## src/adc_conversion_control_consts.svh

```systemverilog
`ifndef ADC_CONVERSION_CONTROL_CONSTS_SVH
`define ADC_CONVERSION_CONTROL_CONSTS_SVH

// Register byte offsets
`define OFS_CONV_CONFIG      8'h00
`define OFS_CONV_CTRL_TWO    8'h04
`define OFS_CONV_CTRL_ONE    8'h08
`define OFS_RESULT_HIGH      8'h0c
`define OFS_RESULT_LOW       8'h10
`define OFS_COMPARE_HIGH     8'h14
`define OFS_COMPARE_LOW      8'h18
`define OFS_PIN_CTRL_ONE     8'h1c
`define OFS_PIN_CTRL_TWO     8'h20

// Configuration fields
`define CFG_LOW_POWER_BIT    7
`define CFG_DIVIDE_HI        6
`define CFG_DIVIDE_LO        5
`define CFG_LONG_SAMPLE_BIT  4
`define CFG_MODE_HI          3
`define CFG_MODE_LO          2
`define CFG_CLOCK_HI         1
`define CFG_CLOCK_LO         0

// Second control fields
`define CT2_ACTIVE_BIT       7
`define CT2_TRIGGER_BIT      6
`define CT2_CMP_EN_BIT       5
`define CT2_CMP_GT_BIT       4

// First control fields
`define CT1_COMPLETE_BIT     7
`define CT1_IRQ_EN_BIT       6
`define CT1_CONT_BIT         5
`define CT1_CHAN_HI          4
`define CT1_CHAN_LO          0

// Encodings
`define MODE_8BIT            2'h0
`define MODE_12BIT           2'h1
`define MODE_10BIT           2'h2
`define CLK_BUS              2'h0
`define CLK_BUS_HALF         2'h1
`define CLK_ALT              2'h2
`define CLK_ASYNC            2'h3
`define CHAN_DISABLED        5'h1f

// Reset values
`define CONV_CONFIG_RESET    8'h00
`define CONV_CTRL_TWO_RESET  8'h00
`define CONV_CTRL_ONE_RESET  8'h1f

// Sample window in half conversion clock periods, and in whole periods rounded up
`define SAMPLE_SHORT_HALVES  7
`define SAMPLE_LONG_HALVES   47
`define SAMPLE_SHORT_TICKS   ((`SAMPLE_SHORT_HALVES + 1) / 2)
`define SAMPLE_LONG_TICKS    ((`SAMPLE_LONG_HALVES + 1) / 2)

// Bus response codes
`define RESP_OKAY            2'h0
`define RESP_SLVERR          2'h2

`endif

```

## src/adc_conversion_control_pkg.sv

```systemverilog
package adc_conversion_control_pkg;

	typedef enum logic [1:0] {
		ST_IDLE,
		ST_SAMPLE,
		ST_CONVERT
	} conv_state_type;

endpackage

```

## src/adc_conversion_control.sv

```systemverilog
// The placing of the registers and the AXI4-Lite register port were left to the implementer.
`timescale 1ns/10ps
`include "adc_conversion_control_consts.svh"

module adc_conversion_control #(
	parameter int SETTLE_CYCLES = 3
) (
	// Clock and reset
	input  wire logic        aclk,
	input  wire logic        aresetn,
	// AXI4-Lite write address
	input  wire logic        s_axi_awvalid,
	output logic             s_axi_awready,
	input  wire logic [7:0]  s_axi_awaddr,
	// AXI4-Lite write data
	input  wire logic        s_axi_wvalid,
	output logic             s_axi_wready,
	input  wire logic [31:0] s_axi_wdata,
	input  wire logic [3:0]  s_axi_wstrb,
	// AXI4-Lite write response
	output logic             s_axi_bvalid,
	input  wire logic        s_axi_bready,
	output logic [1:0]       s_axi_bresp,
	// AXI4-Lite read address
	input  wire logic        s_axi_arvalid,
	output logic             s_axi_arready,
	input  wire logic [7:0]  s_axi_araddr,
	// AXI4-Lite read data
	output logic             s_axi_rvalid,
	input  wire logic        s_axi_rready,
	output logic [31:0]      s_axi_rdata,
	output logic [1:0]       s_axi_rresp,
	// Clock sources and trigger from outside
	input  wire logic        alt_clock_in,
	input  wire logic        async_clock_in,
	input  wire logic        hw_trigger_in,
	// Analog front end
	input  wire logic        comparator_above,
	output logic [11:0]      dac_code,
	output logic             sample_enable,
	output logic [4:0]       channel_select,
	output logic             low_power_sel,
	// Interrupt and pins
	output logic             conversion_complete_irq,
	output logic [15:0]      pin_io_disable
);

	initial begin
		if (SETTLE_CYCLES < 3 || SETTLE_CYCLES > 15) begin
			$error("SETTLE_CYCLES must lie in 3..15");
		end
	end

	localparam logic [3:0] SETTLE_LOAD = 4'(SETTLE_CYCLES - 1);

	// Highest result bit for a mode
	function automatic logic [3:0] top_bit(input logic [1:0] mode);
		case (mode)
			`MODE_12BIT: top_bit = 4'hb;
			`MODE_10BIT: top_bit = 4'h9;
			default:     top_bit = 4'h7;
		endcase
	endfunction

	// Last count of the clock divider; low power never runs undivided
	function automatic logic [2:0] div_last(input logic [1:0] sel, input logic lp);
		logic [1:0] s;
		s = (lp && sel == 2'h0) ? 2'h1 : sel;
		div_last = 3'((4'h1 << s) - 4'h1);
	endfunction

	adc_conversion_control_pkg::conv_state_type state_reg, state_next;
	logic [7:0]  cfg_reg, cfg_next;
	logic [2:0]  ctrl_two_reg, ctrl_two_next;
	logic [6:0]  ctrl_one_reg, ctrl_one_next;
	logic        complete_reg, complete_next;
	logic        lock_reg, lock_next;
	logic [11:0] result_reg, result_next;
	logic [11:0] compare_reg, compare_next;
	logic [15:0] pins_reg, pins_next;
	logic [11:0] sar_reg, sar_next;
	logic [3:0]  bit_reg, bit_next;
	logic [3:0]  settle_reg, settle_next;
	logic [4:0]  sample_reg, sample_next;
	logic [2:0]  div_reg, div_next;
	logic        half_reg, half_next;
	logic [3:0]  sync1_reg, sync1_next;
	logic [3:0]  sync2_reg, sync2_next;
	logic [2:0]  sync3_reg, sync3_next;
	logic        aw_have_reg, aw_have_next;
	logic [7:0]  aw_addr_reg, aw_addr_next;
	logic        w_have_reg, w_have_next;
	logic [7:0]  w_data_reg, w_data_next;
	logic        bvalid_reg, bvalid_next;
	logic [1:0]  bresp_reg, bresp_next;
	logic        rvalid_reg, rvalid_next;
	logic [31:0] rdata_reg, rdata_next;
	logic [1:0]  rresp_reg, rresp_next;

	logic        do_write;
	logic        do_read;
	logic        base_tick;
	logic        conversion_clock_tick;
	logic        start;
	logic        finish;
	logic        set_flag;
	logic        clear_flag;
	logic        cmp_true;
	logic [11:0] final_code;
	logic [11:0] diff;
	logic [7:0]  rd_byte;

	always_comb begin
		// Defaults hold every register but half_reg, which toggles each cycle, and the sync flops, which shift each cycle
		state_next    = state_reg;
		cfg_next      = cfg_reg;
		ctrl_two_next = ctrl_two_reg;
		ctrl_one_next = ctrl_one_reg;
		complete_next = complete_reg;
		lock_next     = lock_reg;
		result_next   = result_reg;
		compare_next  = compare_reg;
		pins_next     = pins_reg;
		sar_next      = sar_reg;
		bit_next      = bit_reg;
		settle_next   = settle_reg;
		sample_next   = sample_reg;
		div_next      = div_reg;
		half_next     = ~half_reg;
		aw_have_next  = aw_have_reg;
		aw_addr_next  = aw_addr_reg;
		w_have_next   = w_have_reg;
		w_data_next   = w_data_reg;
		bvalid_next   = bvalid_reg;
		bresp_next    = bresp_reg;
		rvalid_next   = rvalid_reg;
		rdata_next    = rdata_reg;
		rresp_next    = rresp_reg;
		start         = 1'b0;
		finish        = 1'b0;
		set_flag      = 1'b0;
		clear_flag    = 1'b0;
		rd_byte       = 8'h00;

		// Outside levels pass two flops; edges are taken after the second
		sync1_next = {comparator_above, hw_trigger_in, async_clock_in, alt_clock_in};
		sync2_next = sync1_reg;
		sync3_next = sync2_reg[2:0];

		// Input clock source and divider
		case (cfg_reg[`CFG_CLOCK_HI:`CFG_CLOCK_LO])
			`CLK_BUS:      base_tick = 1'b1;
			`CLK_BUS_HALF: base_tick = half_reg;
			`CLK_ALT:      base_tick = sync2_reg[0] & ~sync3_reg[0];
			default:       base_tick = sync2_reg[1] & ~sync3_reg[1];
		endcase
		conversion_clock_tick = 1'b0;
		if (base_tick) begin
			if (div_reg >= div_last(cfg_reg[`CFG_DIVIDE_HI:`CFG_DIVIDE_LO],
					cfg_reg[`CFG_LOW_POWER_BIT])) begin
				div_next  = 3'h0;
				conversion_clock_tick = 1'b1;
			end else begin
				div_next = div_reg + 3'h1;
			end
		end

		// Bus handshakes
		do_write = aw_have_reg && w_have_reg && !bvalid_reg;
		do_read  = s_axi_arvalid && !rvalid_reg;
		if (s_axi_awvalid && !aw_have_reg) begin
			aw_have_next = 1'b1;
			aw_addr_next = s_axi_awaddr;
		end
		if (s_axi_wvalid && !w_have_reg) begin
			w_have_next = 1'b1;
			w_data_next = s_axi_wstrb[0] ? s_axi_wdata[7:0] : 8'h00;
		end
		if (s_axi_bready && bvalid_reg) begin
			bvalid_next = 1'b0;
		end
		if (s_axi_rready && rvalid_reg) begin
			rvalid_next = 1'b0;
		end

		// Register writes
		if (do_write) begin
			aw_have_next = 1'b0;
			w_have_next  = 1'b0;
			bvalid_next  = 1'b1;
			bresp_next   = `RESP_OKAY;
			case ({aw_addr_reg[7:2], 2'b00})
				`OFS_CONV_CONFIG:   cfg_next = w_data_reg;
				`OFS_CONV_CTRL_TWO: ctrl_two_next = w_data_reg[6:4];
				`OFS_CONV_CTRL_ONE: begin
					ctrl_one_next = w_data_reg[6:0];
					clear_flag    = 1'b1;
					// A new setting aborts a conversion under way, unless it finishes or, with no new start, leaves sampling in this cycle
					state_next    = adc_conversion_control_pkg::ST_IDLE;
					if (!ctrl_two_reg[2] && w_data_reg[4:0] != `CHAN_DISABLED) begin
						start = 1'b1;
					end
				end
				`OFS_COMPARE_HIGH:  compare_next[11:8] = w_data_reg[3:0];
				`OFS_COMPARE_LOW:   compare_next[7:0] = w_data_reg;
				`OFS_PIN_CTRL_ONE:  pins_next[7:0] = w_data_reg;
				`OFS_PIN_CTRL_TWO:  pins_next[15:8] = w_data_reg;
				`OFS_RESULT_HIGH, `OFS_RESULT_LOW: bresp_next = `RESP_OKAY;
				default:            bresp_next = `RESP_SLVERR;
			endcase
		end

		// Register reads
		if (do_read) begin
			rvalid_next = 1'b1;
			rresp_next  = `RESP_OKAY;
			case ({s_axi_araddr[7:2], 2'b00})
				`OFS_CONV_CONFIG:   rd_byte = cfg_reg;
				`OFS_CONV_CTRL_TWO: rd_byte = {state_reg != adc_conversion_control_pkg::ST_IDLE,
						ctrl_two_reg, 4'h0};
				`OFS_CONV_CTRL_ONE: rd_byte = {complete_reg, ctrl_one_reg};
				`OFS_RESULT_HIGH: begin
					rd_byte   = {4'h0, result_reg[11:8]};
					lock_next = 1'b1;
				end
				`OFS_RESULT_LOW: begin
					rd_byte    = result_reg[7:0];
					lock_next  = 1'b0;
					clear_flag = 1'b1;
				end
				`OFS_COMPARE_HIGH:  rd_byte = {4'h0, compare_reg[11:8]};
				`OFS_COMPARE_LOW:   rd_byte = compare_reg[7:0];
				`OFS_PIN_CTRL_ONE:  rd_byte = pins_reg[7:0];
				`OFS_PIN_CTRL_TWO:  rd_byte = pins_reg[15:8];
				default:            rresp_next = `RESP_SLVERR;
			endcase
			rdata_next = {24'h000000, rd_byte};
		end

		// Hardware trigger on a rising edge while idle
		if (ctrl_two_reg[2] && state_reg == adc_conversion_control_pkg::ST_IDLE
				&& ctrl_one_reg[4:0] != `CHAN_DISABLED
				&& sync2_reg[2] && !sync3_reg[2]) begin
			start = 1'b1;
		end

		// Successive approximation; comparator high means input at or above trial code
		final_code = sar_reg;
		if (!sync2_reg[3]) begin
			final_code[bit_reg] = 1'b0;
		end
		diff     = final_code - compare_reg;
		cmp_true = ctrl_two_reg[0] ? (final_code >= compare_reg) : (final_code < compare_reg);

		case (state_reg)
			adc_conversion_control_pkg::ST_IDLE: begin
				sample_next = 5'h00;
			end
			adc_conversion_control_pkg::ST_SAMPLE: begin
				if (conversion_clock_tick) begin
					if (sample_reg == 5'(cfg_reg[`CFG_LONG_SAMPLE_BIT] ?
							`SAMPLE_LONG_TICKS - 1 : `SAMPLE_SHORT_TICKS - 1)) begin
						state_next  = adc_conversion_control_pkg::ST_CONVERT;
						bit_next    = top_bit(cfg_reg[`CFG_MODE_HI:`CFG_MODE_LO]);
						sar_next    = 12'h000;
						sar_next[top_bit(cfg_reg[`CFG_MODE_HI:`CFG_MODE_LO])] = 1'b1;
						settle_next = SETTLE_LOAD;
					end else begin
						sample_next = sample_reg + 5'h01;
					end
				end
			end
			adc_conversion_control_pkg::ST_CONVERT: begin
				if (settle_reg != 4'h0) begin
					settle_next = settle_reg - 4'h1;
				end else if (conversion_clock_tick) begin
					// Comparator always high walks to all ones, always low to zero
					sar_next = final_code;
					if (bit_reg == 4'h0) begin
						finish = 1'b1;
					end else begin
						bit_next              = bit_reg - 4'h1;
						sar_next[bit_reg - 4'h1] = 1'b1;
						settle_next           = SETTLE_LOAD;
					end
				end
			end
			default: state_next = adc_conversion_control_pkg::ST_IDLE;
		endcase

		if (finish) begin
			// A locked result is kept; the finished conversion is dropped
			if (!lock_reg && (!ctrl_two_reg[1] || cmp_true)) begin
				result_next = ctrl_two_reg[1] ? diff : final_code;
				set_flag    = 1'b1;
			end
			state_next = adc_conversion_control_pkg::ST_IDLE;
			if (ctrl_one_reg[5]) begin
				start = 1'b1;
			end
		end

		if (start) begin
			// Channel pin control bits do not gate conversion
			state_next  = adc_conversion_control_pkg::ST_SAMPLE;
			sample_next = 5'h00;
		end

		// Setting wins over clearing
		if (clear_flag) begin
			complete_next = 1'b0;
		end
		if (set_flag) begin
			complete_next = 1'b1;
		end
	end

	always_ff @(posedge aclk) begin
		if (!aresetn) begin
			state_reg    <= adc_conversion_control_pkg::ST_IDLE;
			cfg_reg      <= `CONV_CONFIG_RESET;
			ctrl_two_reg <= 3'h0;
			ctrl_one_reg <= 7'(`CONV_CTRL_ONE_RESET);
			complete_reg <= 1'b0;
			lock_reg     <= 1'b0;
			result_reg   <= 12'h000;
			compare_reg  <= 12'h000;
			pins_reg     <= 16'h0000;
			sar_reg      <= 12'h000;
			bit_reg      <= 4'h0;
			settle_reg   <= 4'h0;
			sample_reg   <= 5'h00;
			div_reg      <= 3'h0;
			half_reg     <= 1'b0;
			sync1_reg    <= 4'h0;
			sync2_reg    <= 4'h0;
			sync3_reg    <= 3'h0;
			aw_have_reg  <= 1'b0;
			aw_addr_reg  <= 8'h00;
			w_have_reg   <= 1'b0;
			w_data_reg   <= 8'h00;
			bvalid_reg   <= 1'b0;
			bresp_reg    <= 2'h0;
			rvalid_reg   <= 1'b0;
			rdata_reg    <= 32'h00000000;
			rresp_reg    <= 2'h0;
		end else begin
			state_reg    <= state_next;
			cfg_reg      <= cfg_next;
			ctrl_two_reg <= ctrl_two_next;
			ctrl_one_reg <= ctrl_one_next;
			complete_reg <= complete_next;
			lock_reg     <= lock_next;
			result_reg   <= result_next;
			compare_reg  <= compare_next;
			pins_reg     <= pins_next;
			sar_reg      <= sar_next;
			bit_reg      <= bit_next;
			settle_reg   <= settle_next;
			sample_reg   <= sample_next;
			div_reg      <= div_next;
			half_reg     <= half_next;
			sync1_reg    <= sync1_next;
			sync2_reg    <= sync2_next;
			sync3_reg    <= sync3_next;
			aw_have_reg  <= aw_have_next;
			aw_addr_reg  <= aw_addr_next;
			w_have_reg   <= w_have_next;
			w_data_reg   <= w_data_next;
			bvalid_reg   <= bvalid_next;
			bresp_reg    <= bresp_next;
			rvalid_reg   <= rvalid_next;
			rdata_reg    <= rdata_next;
			rresp_reg    <= rresp_next;
		end
	end

	assign s_axi_awready           = !aw_have_reg;
	assign s_axi_wready            = !w_have_reg;
	assign s_axi_bvalid            = bvalid_reg;
	assign s_axi_bresp             = bresp_reg;
	assign s_axi_arready           = !rvalid_reg;
	assign s_axi_rvalid            = rvalid_reg;
	assign s_axi_rdata             = rdata_reg;
	assign s_axi_rresp             = rresp_reg;
	assign dac_code                = sar_reg;
	assign sample_enable           = state_reg == adc_conversion_control_pkg::ST_SAMPLE;
	assign channel_select          = ctrl_one_reg[4:0];
	assign low_power_sel           = cfg_reg[`CFG_LOW_POWER_BIT];
	assign conversion_complete_irq = complete_reg & ctrl_one_reg[6];
	assign pin_io_disable          = pins_reg;

endmodule // adc_conversion_control

```

## config.mk

```make
export PLATFORM = sky130hd
export DESIGN_NAME = adc_conversion_control
export DESIGN_NICKNAME = d
export VERILOG_FILES = /design/src/adc_conversion_control_pkg.sv /design/src/adc_conversion_control.sv
export VERILOG_INCLUDE_DIRS = /design/src
export SDC_FILE = /design/constraint.sdc
export NUM_CORES = 1
export LEC_CHECK = 0
export ABC_AREA = 0
export BUFFER_PORTS_ARGS = -buffer_cell sky130_fd_sc_hd__buf_2
export CAP_MARGIN = 40
export CORE_ASPECT_RATIO = 1.25
export CORE_MARGIN = 5
export CORE_UTILIZATION = 56
export DETAILED_ROUTE_END_ITERATION = 8
export GPL_TIMING_DRIVEN = 0
export PLACE_DENSITY_LB_ADDON = 0.05
export REMOVE_ABC_BUFFERS = 1
export SLEW_MARGIN = 20
export SYNTH_ARGS = -nofsm -noshare
export SYNTH_HDL_FRONTEND = slang
export SYNTH_SLANG_ARGS = --single-unit
export TNS_END_PERCENT = 30
```

## constraint.sdc

```tcl
create_clock -name aclk -period 4.05 [get_ports aclk]
set_clock_uncertainty 0.2 [all_clocks]
set_input_delay 0 -clock aclk [delete_from_list [all_inputs] [get_ports aclk]]
set_output_delay 0 -clock aclk [all_outputs]
set_load 0.05 [all_outputs]
```

== Word-level counts from Yosys, hierarchy flattened ==
Index checks and enable logic that the tools add are counted.

* Bits in registers: 134
* Output and inout bits: 77
* Logic and storage cells: 220

* Add/sub/neg operators: 6
* Order comparisons: 9
* Equality and inequality tests: 33
* Shift operators: 1
* Muxes and demuxes: 72
* Bitwise operators: 10
* Reduce and logical (&&, ||, !) cells: 59

{| class="wikitable"
|+ Operators with widths
! kind !! count
|-
| 2-to-1 mux 12 bit || 7
|-
| one-hot mux 8 bit (9 select lines) || 1
|-
| equality test 6 x 3 -> 1 bit, second input constant || 8
|-
| 2-to-1 mux 4 bit || 11
|-
| 2-to-1 mux 1 bit || 30
|-
| equality test 6 x 2 -> 1 bit, second input constant || 4
|-
| one-hot mux 12 bit (2 select lines) || 1
|-
| one-hot mux 4 bit (2 select lines) || 3
|-
| AND reduction 2 bit || 9
|-
| OR reduction 9 bit || 2
|-
| logical AND 1 bit || 17
|-
| less-than comparator 4 x 5 -> 1 bit, second input constant || 3
|-
| 2-to-1 mux 5 bit || 3
|-
| 2-to-1 mux 2 bit || 7
|-
| nonzero test 2 bit || 7
|-
| bitwise AND 12 bit || 1
|-
| demux 1 bit (select 4 bit) || 3
|-
| equality test 6 x 1 -> 1 bit, second input constant || 2
|-
| equality test 6 x 4 -> 1 bit, second input constant || 2
|-
| greater-or-equal comparator 12 bit || 1
|-
| greater-or-equal comparator 4 x 1 -> 1 bit, second input constant || 3
|-
| logical NOT 6 bit || 2
|-
| less-than comparator 12 bit || 1
|-
| NOT 12 bit || 1
|-
| other kinds (33) || 61
|}

== Longest topological paths before layout ==
* Depth after elaboration: 17
* Mapped depth: 15
* Gate-level depth less buffers: 13

== Worst setup path before layout ==
OpenSTA, ideal clock, no wires.

* Kind: register -> register
* Start point: reg bit_reg[0]
* End point: reg result_reg[0]
* Library setup time: 0.142 ns
* Arrival: 2.863 ns
* Data required time: 3.708 ns
* Setup slack: 0.845 ns
* Stages on the path, launching flop included: 16
* Clock period less this slack: 3.205 ns
* Path through: dfxtp_1 > inv_1 > ha_1 > buf_2 > nand2b_1 > o21ai_0 > ha_1 > inv_1 > fa_1 > a21o_1 > nand2_1 > a31oi_1 > or3_1 > buf_2 > a21oi_1 > a211oi_2

* Cells in the longest elaborated chain, start to end: 12
* Elaborated cells on any way between the ends: 21

{| class="wikitable"
|+ RTL lines
! item !! RTL line !! RTL
|-
| from (decl) || adc_conversion_control.sv:82 || <nowiki>logic [3:0] bit_reg, bit_next;</nowiki>
|-
| from (signal assigned) || adc_conversion_control.sv:358 || <nowiki>bit_reg <= bit_next;</nowiki>
|-
| less-than comparator 4 x 5 -> 1 bit (implied by the code) / greater-or-equal comparator 4 x 1 -> 1 bit (equally long branches) || adc_conversion_control.sv:250 || <nowiki>final_code[bit_reg] = 1'b0;</nowiki>
|-
| logical AND 1 bit (implied by the code) || adc_conversion_control.sv:250 ||
|-
| 2-to-1 mux 1 bit (implied by the code) || adc_conversion_control.sv:250 ||
|-
| demux 1 bit (select 4 bit) || adc_conversion_control.sv:250 ||
|-
| NOT 12 bit (no line) || -- ||
|-
| bitwise AND 12 bit (no line) || -- ||
|-
| 2-to-1 mux 12 bit || adc_conversion_control.sv:249 || <nowiki>if (!sync2_reg[3]) begin</nowiki>
|-
| less-than comparator 12 bit / greater-or-equal comparator 12 bit (equally long branches) || adc_conversion_control.sv:253 || <nowiki>cmp_true = ctrl_two_reg[0] ? (final_code >= compare_reg) : (final_code < compare_reg);</nowiki>
|-
| 2-to-1 mux 1 bit || adc_conversion_control.sv:253 ||
|-
| logical OR 1 bit || adc_conversion_control.sv:293 || <nowiki>if (!lock_reg && (!ctrl_two_reg[1] || cmp_true)) begin</nowiki>
|-
| logical AND 1 bit || adc_conversion_control.sv:293 ||
|-
| AND reduction 2 bit (no line) || -- ||
|-
| to (signal assigned) || adc_conversion_control.sv:354 || <nowiki>result_reg <= result_next;</nowiki>
|-
| to (decl) || adc_conversion_control.sv:78 || <nowiki>logic [11:0] result_reg, result_next;</nowiki>
|}

Several ways; a longest one is shown, not always the timed one.
A chain may end at the register's enable or synchronous reset.

== Final worst setup path ==
* Start point: reg bit_reg[0]
* End point: reg result_reg[2]

Same word-level chain as after synthesis.

==> impl_results.md <==
- Final core utilization: 0.683
- Worst Path Buf+Inv: 2
- DR vias: 6551
- Worst Hold End: s_axi_rdata[1]$_SDFFE_PN0P_
- DRC Markers: 0
- Post-synth top cells: 130 x dfxtp_1, 102 x nor2_1, 72 x mux2i_1, 68 x a21oi_1, 61 x nand2_1
- Top FF cell, synth: dfxtp_1
- Drt pass-1 iters: 5
- Total global routing track utilization: 0.262
- Largest register FFs: 16
- CP Capture Type: register
- RR Endpoint: result_reg[2]$_SDFFE_PN0P_
- Status: completed
- Yosys warns: 0
- Die area: 15400 µm²
- Post-layout min period: 3.83 ns
- Port buffer count: 82
- Post-synthesis sequential area ratio: 0.358
- P per Cell Area: 353 nW/µm²
- Clock slew at the register clock pins of the worst setup and hold paths: 0.06 ns
- Share of post-route cells with drive strength above 1: 0.160
- Postcts setup bufs: 0
- P_leak: 3.72 nW
- Initial core utilization: 0.572
- Final antenna-violating net count: 0
- Critical Path Source Type: register
- Hold Crit Depth: 5
- Area grow syn2layout: 19.5%
- WL per Instance: roughly 17 µm
- Slew of the pin with the lowest slew margin: 0.879 ns
- Critical path class: register to register
- Mux cell area share after synthesis: 0.110
- Via-to-Cell Ratio: 5.74
- Setup TNS: 0 ns
- Min-Delay Path Class: input pin to register
- Top cells by area, synth: dfxtp_1 36%, mux2i_1 9.9%, ha_1 5.3%
- R2R depth: 13
- Clock Root Buffer: clkbuf_16
- DRT iter0 DRCs: about 380
- Post-Syn Instances: between 800 and 900
- Total power: about 3.1 mW
- Synthesized flop and latch total: 130
- Fmax: 261 MHz
- Core area: 12700 µm²
- H-Tree Depth: 4
- Design Area, Final: about 8700 µm²
- First-pass GRT wire length: around 33000 µm
- Yosys cell types: 77
- Final critical-path share of the clock period: 0.947
- Skew-Pair Late Insertion Delay: 0.42 ns
- CP Cell Sequence: inv_1 > ha_2 > nand2b_1 > o21ai_0 > ha_1 > inv_1 > fa_1 > a21o_1 > nand2_1 > a31oi_1 > or3_1 > o2111ai_1 > a21oi_1
- RSZ-0062 raised after global routing: no
- GRT overflow: 0
- Post-synthesis average cell area: ~8.5 µm²
- Final Setup Violations: 0
- Synth Area in Adders: 0.0561
- Nets: 1055
- # Max-Cap Violations: 0
- Largest net degree at the start of global routing: 61
- Most common cell in the netlist: dfxtp_1
- Post-DP Area: 7620 µm²
- Worst Min Path Start: s_axi_araddr[7]
- Delay-heaviest family, CP: compound AO/OA/AOI/OAI gates
- Post-synth top area cell: dfxtp_1
- Routability Congestion: 0.885
- Die height: about 140 µm
- CTS tree: done
- Vias in the first global route: about 6500
- CTS Buffer Depth: 2
- Die W: 112 µm
- CP Max Fanout: 13
- Worst EP required: 4.15 ns
- Simple-gate share of the synthesized area: 0.193
- EDFF count, synth: 0
- Top-Level Pins: 140
- Initial antenna violation count: 0
- Slew headroom: 0.414
- Post-Synth XOR/XNOR Area: 0.0108
- Hold Violations, Final: 0
- Post-synthesis compound-gate area fraction: 0.194
- Synth async-reset ratio: 0
- Largest stage delay, worst path: 0.59 ns
- FF-to-FF setup slack: about 0.22 ns
- Combinational family with the most area after synthesis: compound AO/OA/AOI/OAI gates
- Cell mode on critical path: inv_1
- Max VDD drop: between 0.3 and 0.4 mV
- Hpwl dp: 14400 µm
- Cell Area, Synth: 7270 µm²
- Final Max Slew Viols: 0
- CP Data Arrival Time: 3.93 ns
- Number of clock sinks: 130
- Worst R2R Start: bit_reg[0]$_SDFFE_PN0P_
- N_diodes: 0
- CP max stage cell: or3_1
- Routed WL: 19900 µm
- Synth top area share: 0.358
- Num CTS Buffers: 17
- Std cell rows: 46
==> final cells by class <==
class | count | area (µm²)
flip-flops and latches | 130 | 2600
clock buffers | 19 | 443
clock inverters | 13 | 126
fillers | 1037 | 4030
multi-input cells | 635 | 4200
inverters | 43 | 164
repair buffers | 133 | 940
well taps | 168 | 210
==> layer usage <==
metal,global-route usage,share of wire
met2,0.465,0.50
met3,0.0492,0.051
met1,0.309,0.41
met5,0,0
met4,0.116,0.032
==> report_power, final <==
| part | internal [mW] | total, mW | switching (mW) | leakage [nW] |
|---|---|---|---|---|
| Clock | 0.871 | 1.48 | 0.612 | 0.273 |
| Sequential | 1.30 | 1.32 | 0.0228 | 1.05 |
| Combinational | 0.0889 | 0.263 | 0.174 | 2.40 |
==> worst reg2reg max path: cells and delay by family (launching register included) <==
family,cells,cell delay [ns]
AO/OA/AOI/OAI,5,1.06
AND/OR/NAND/NOR,3,0.87
adder cells (fa/ha/maj),3,0.99
flip-flops,1,0.40
buffers and inverters,2,0.19
==> through the flow <==
step	setup WS (ns)	cells	hold slack [ns]
finish	0.216	1141	0.0212
global route	0.0212	1141	0.0655
CTS	0.0187	1141	0.00790
detailed placement	0.0291	1060	0.00388
global placement	-0.226	1058	-0.0121
floorplan	0.566	808	-0.138
==> cells in the final DEF, fill, tap and decap left out, types with 26 or more instances in the layout <==
cell type	Yosys	routed
ha_1	31	30
dfxtp_1	130	130
nand2_1	61	61
dlygate4sd3_1	0	49
buf_2	4	82
mux2i_1	72	72
a21oi_1	68	68
conb_1	1	26
inv_1	42	42
o21ai_0	35	35
nor2_1	102	101
==> how the worst max path moves through the flow <==
stage	slack (ns)	endpoint	cells past startpoint	from
floorplan	0.57	result_reg[9]$_SDFFE_PN0P_	13	bit_reg[0]$_SDFFE_PN0P_
global placement	-0.23	result_reg[9]$_SDFFE_PN0P_	13	bit_reg[0]$_SDFFE_PN0P_
detailed placement	0.03	result_reg[5]$_SDFFE_PN0P_	14	bit_reg[0]$_SDFFE_PN0P_
CTS	0.02	result_reg[5]$_SDFFE_PN0P_	14	bit_reg[0]$_SDFFE_PN0P_
global route	0.02	result_reg[2]$_SDFFE_PN0P_	13	bit_reg[0]$_SDFFE_PN0P_
finish	0.22	result_reg[2]$_SDFFE_PN0P_	13	bit_reg[0]$_SDFFE_PN0P_
==> timing repair <==
item,CTS,global route
gates resized for setup,0,3
hold buffers,49,0
setup endpoints to repair,0,13
hold endpoints to repair,53,0
==> cell families (layout without fill, tap and decap cells) <==
kind of cell    count (synthesis)  in the layout
compound gates                202            202
xor+xnor                        9              9
fa+ha+maj                      32             32
buf+inv                       114            208
flops                         130            130
mux                            78             78
other cells                     1             26
simple gates                  288            288
Note: power is estimated with default switching activity, not from simulation.
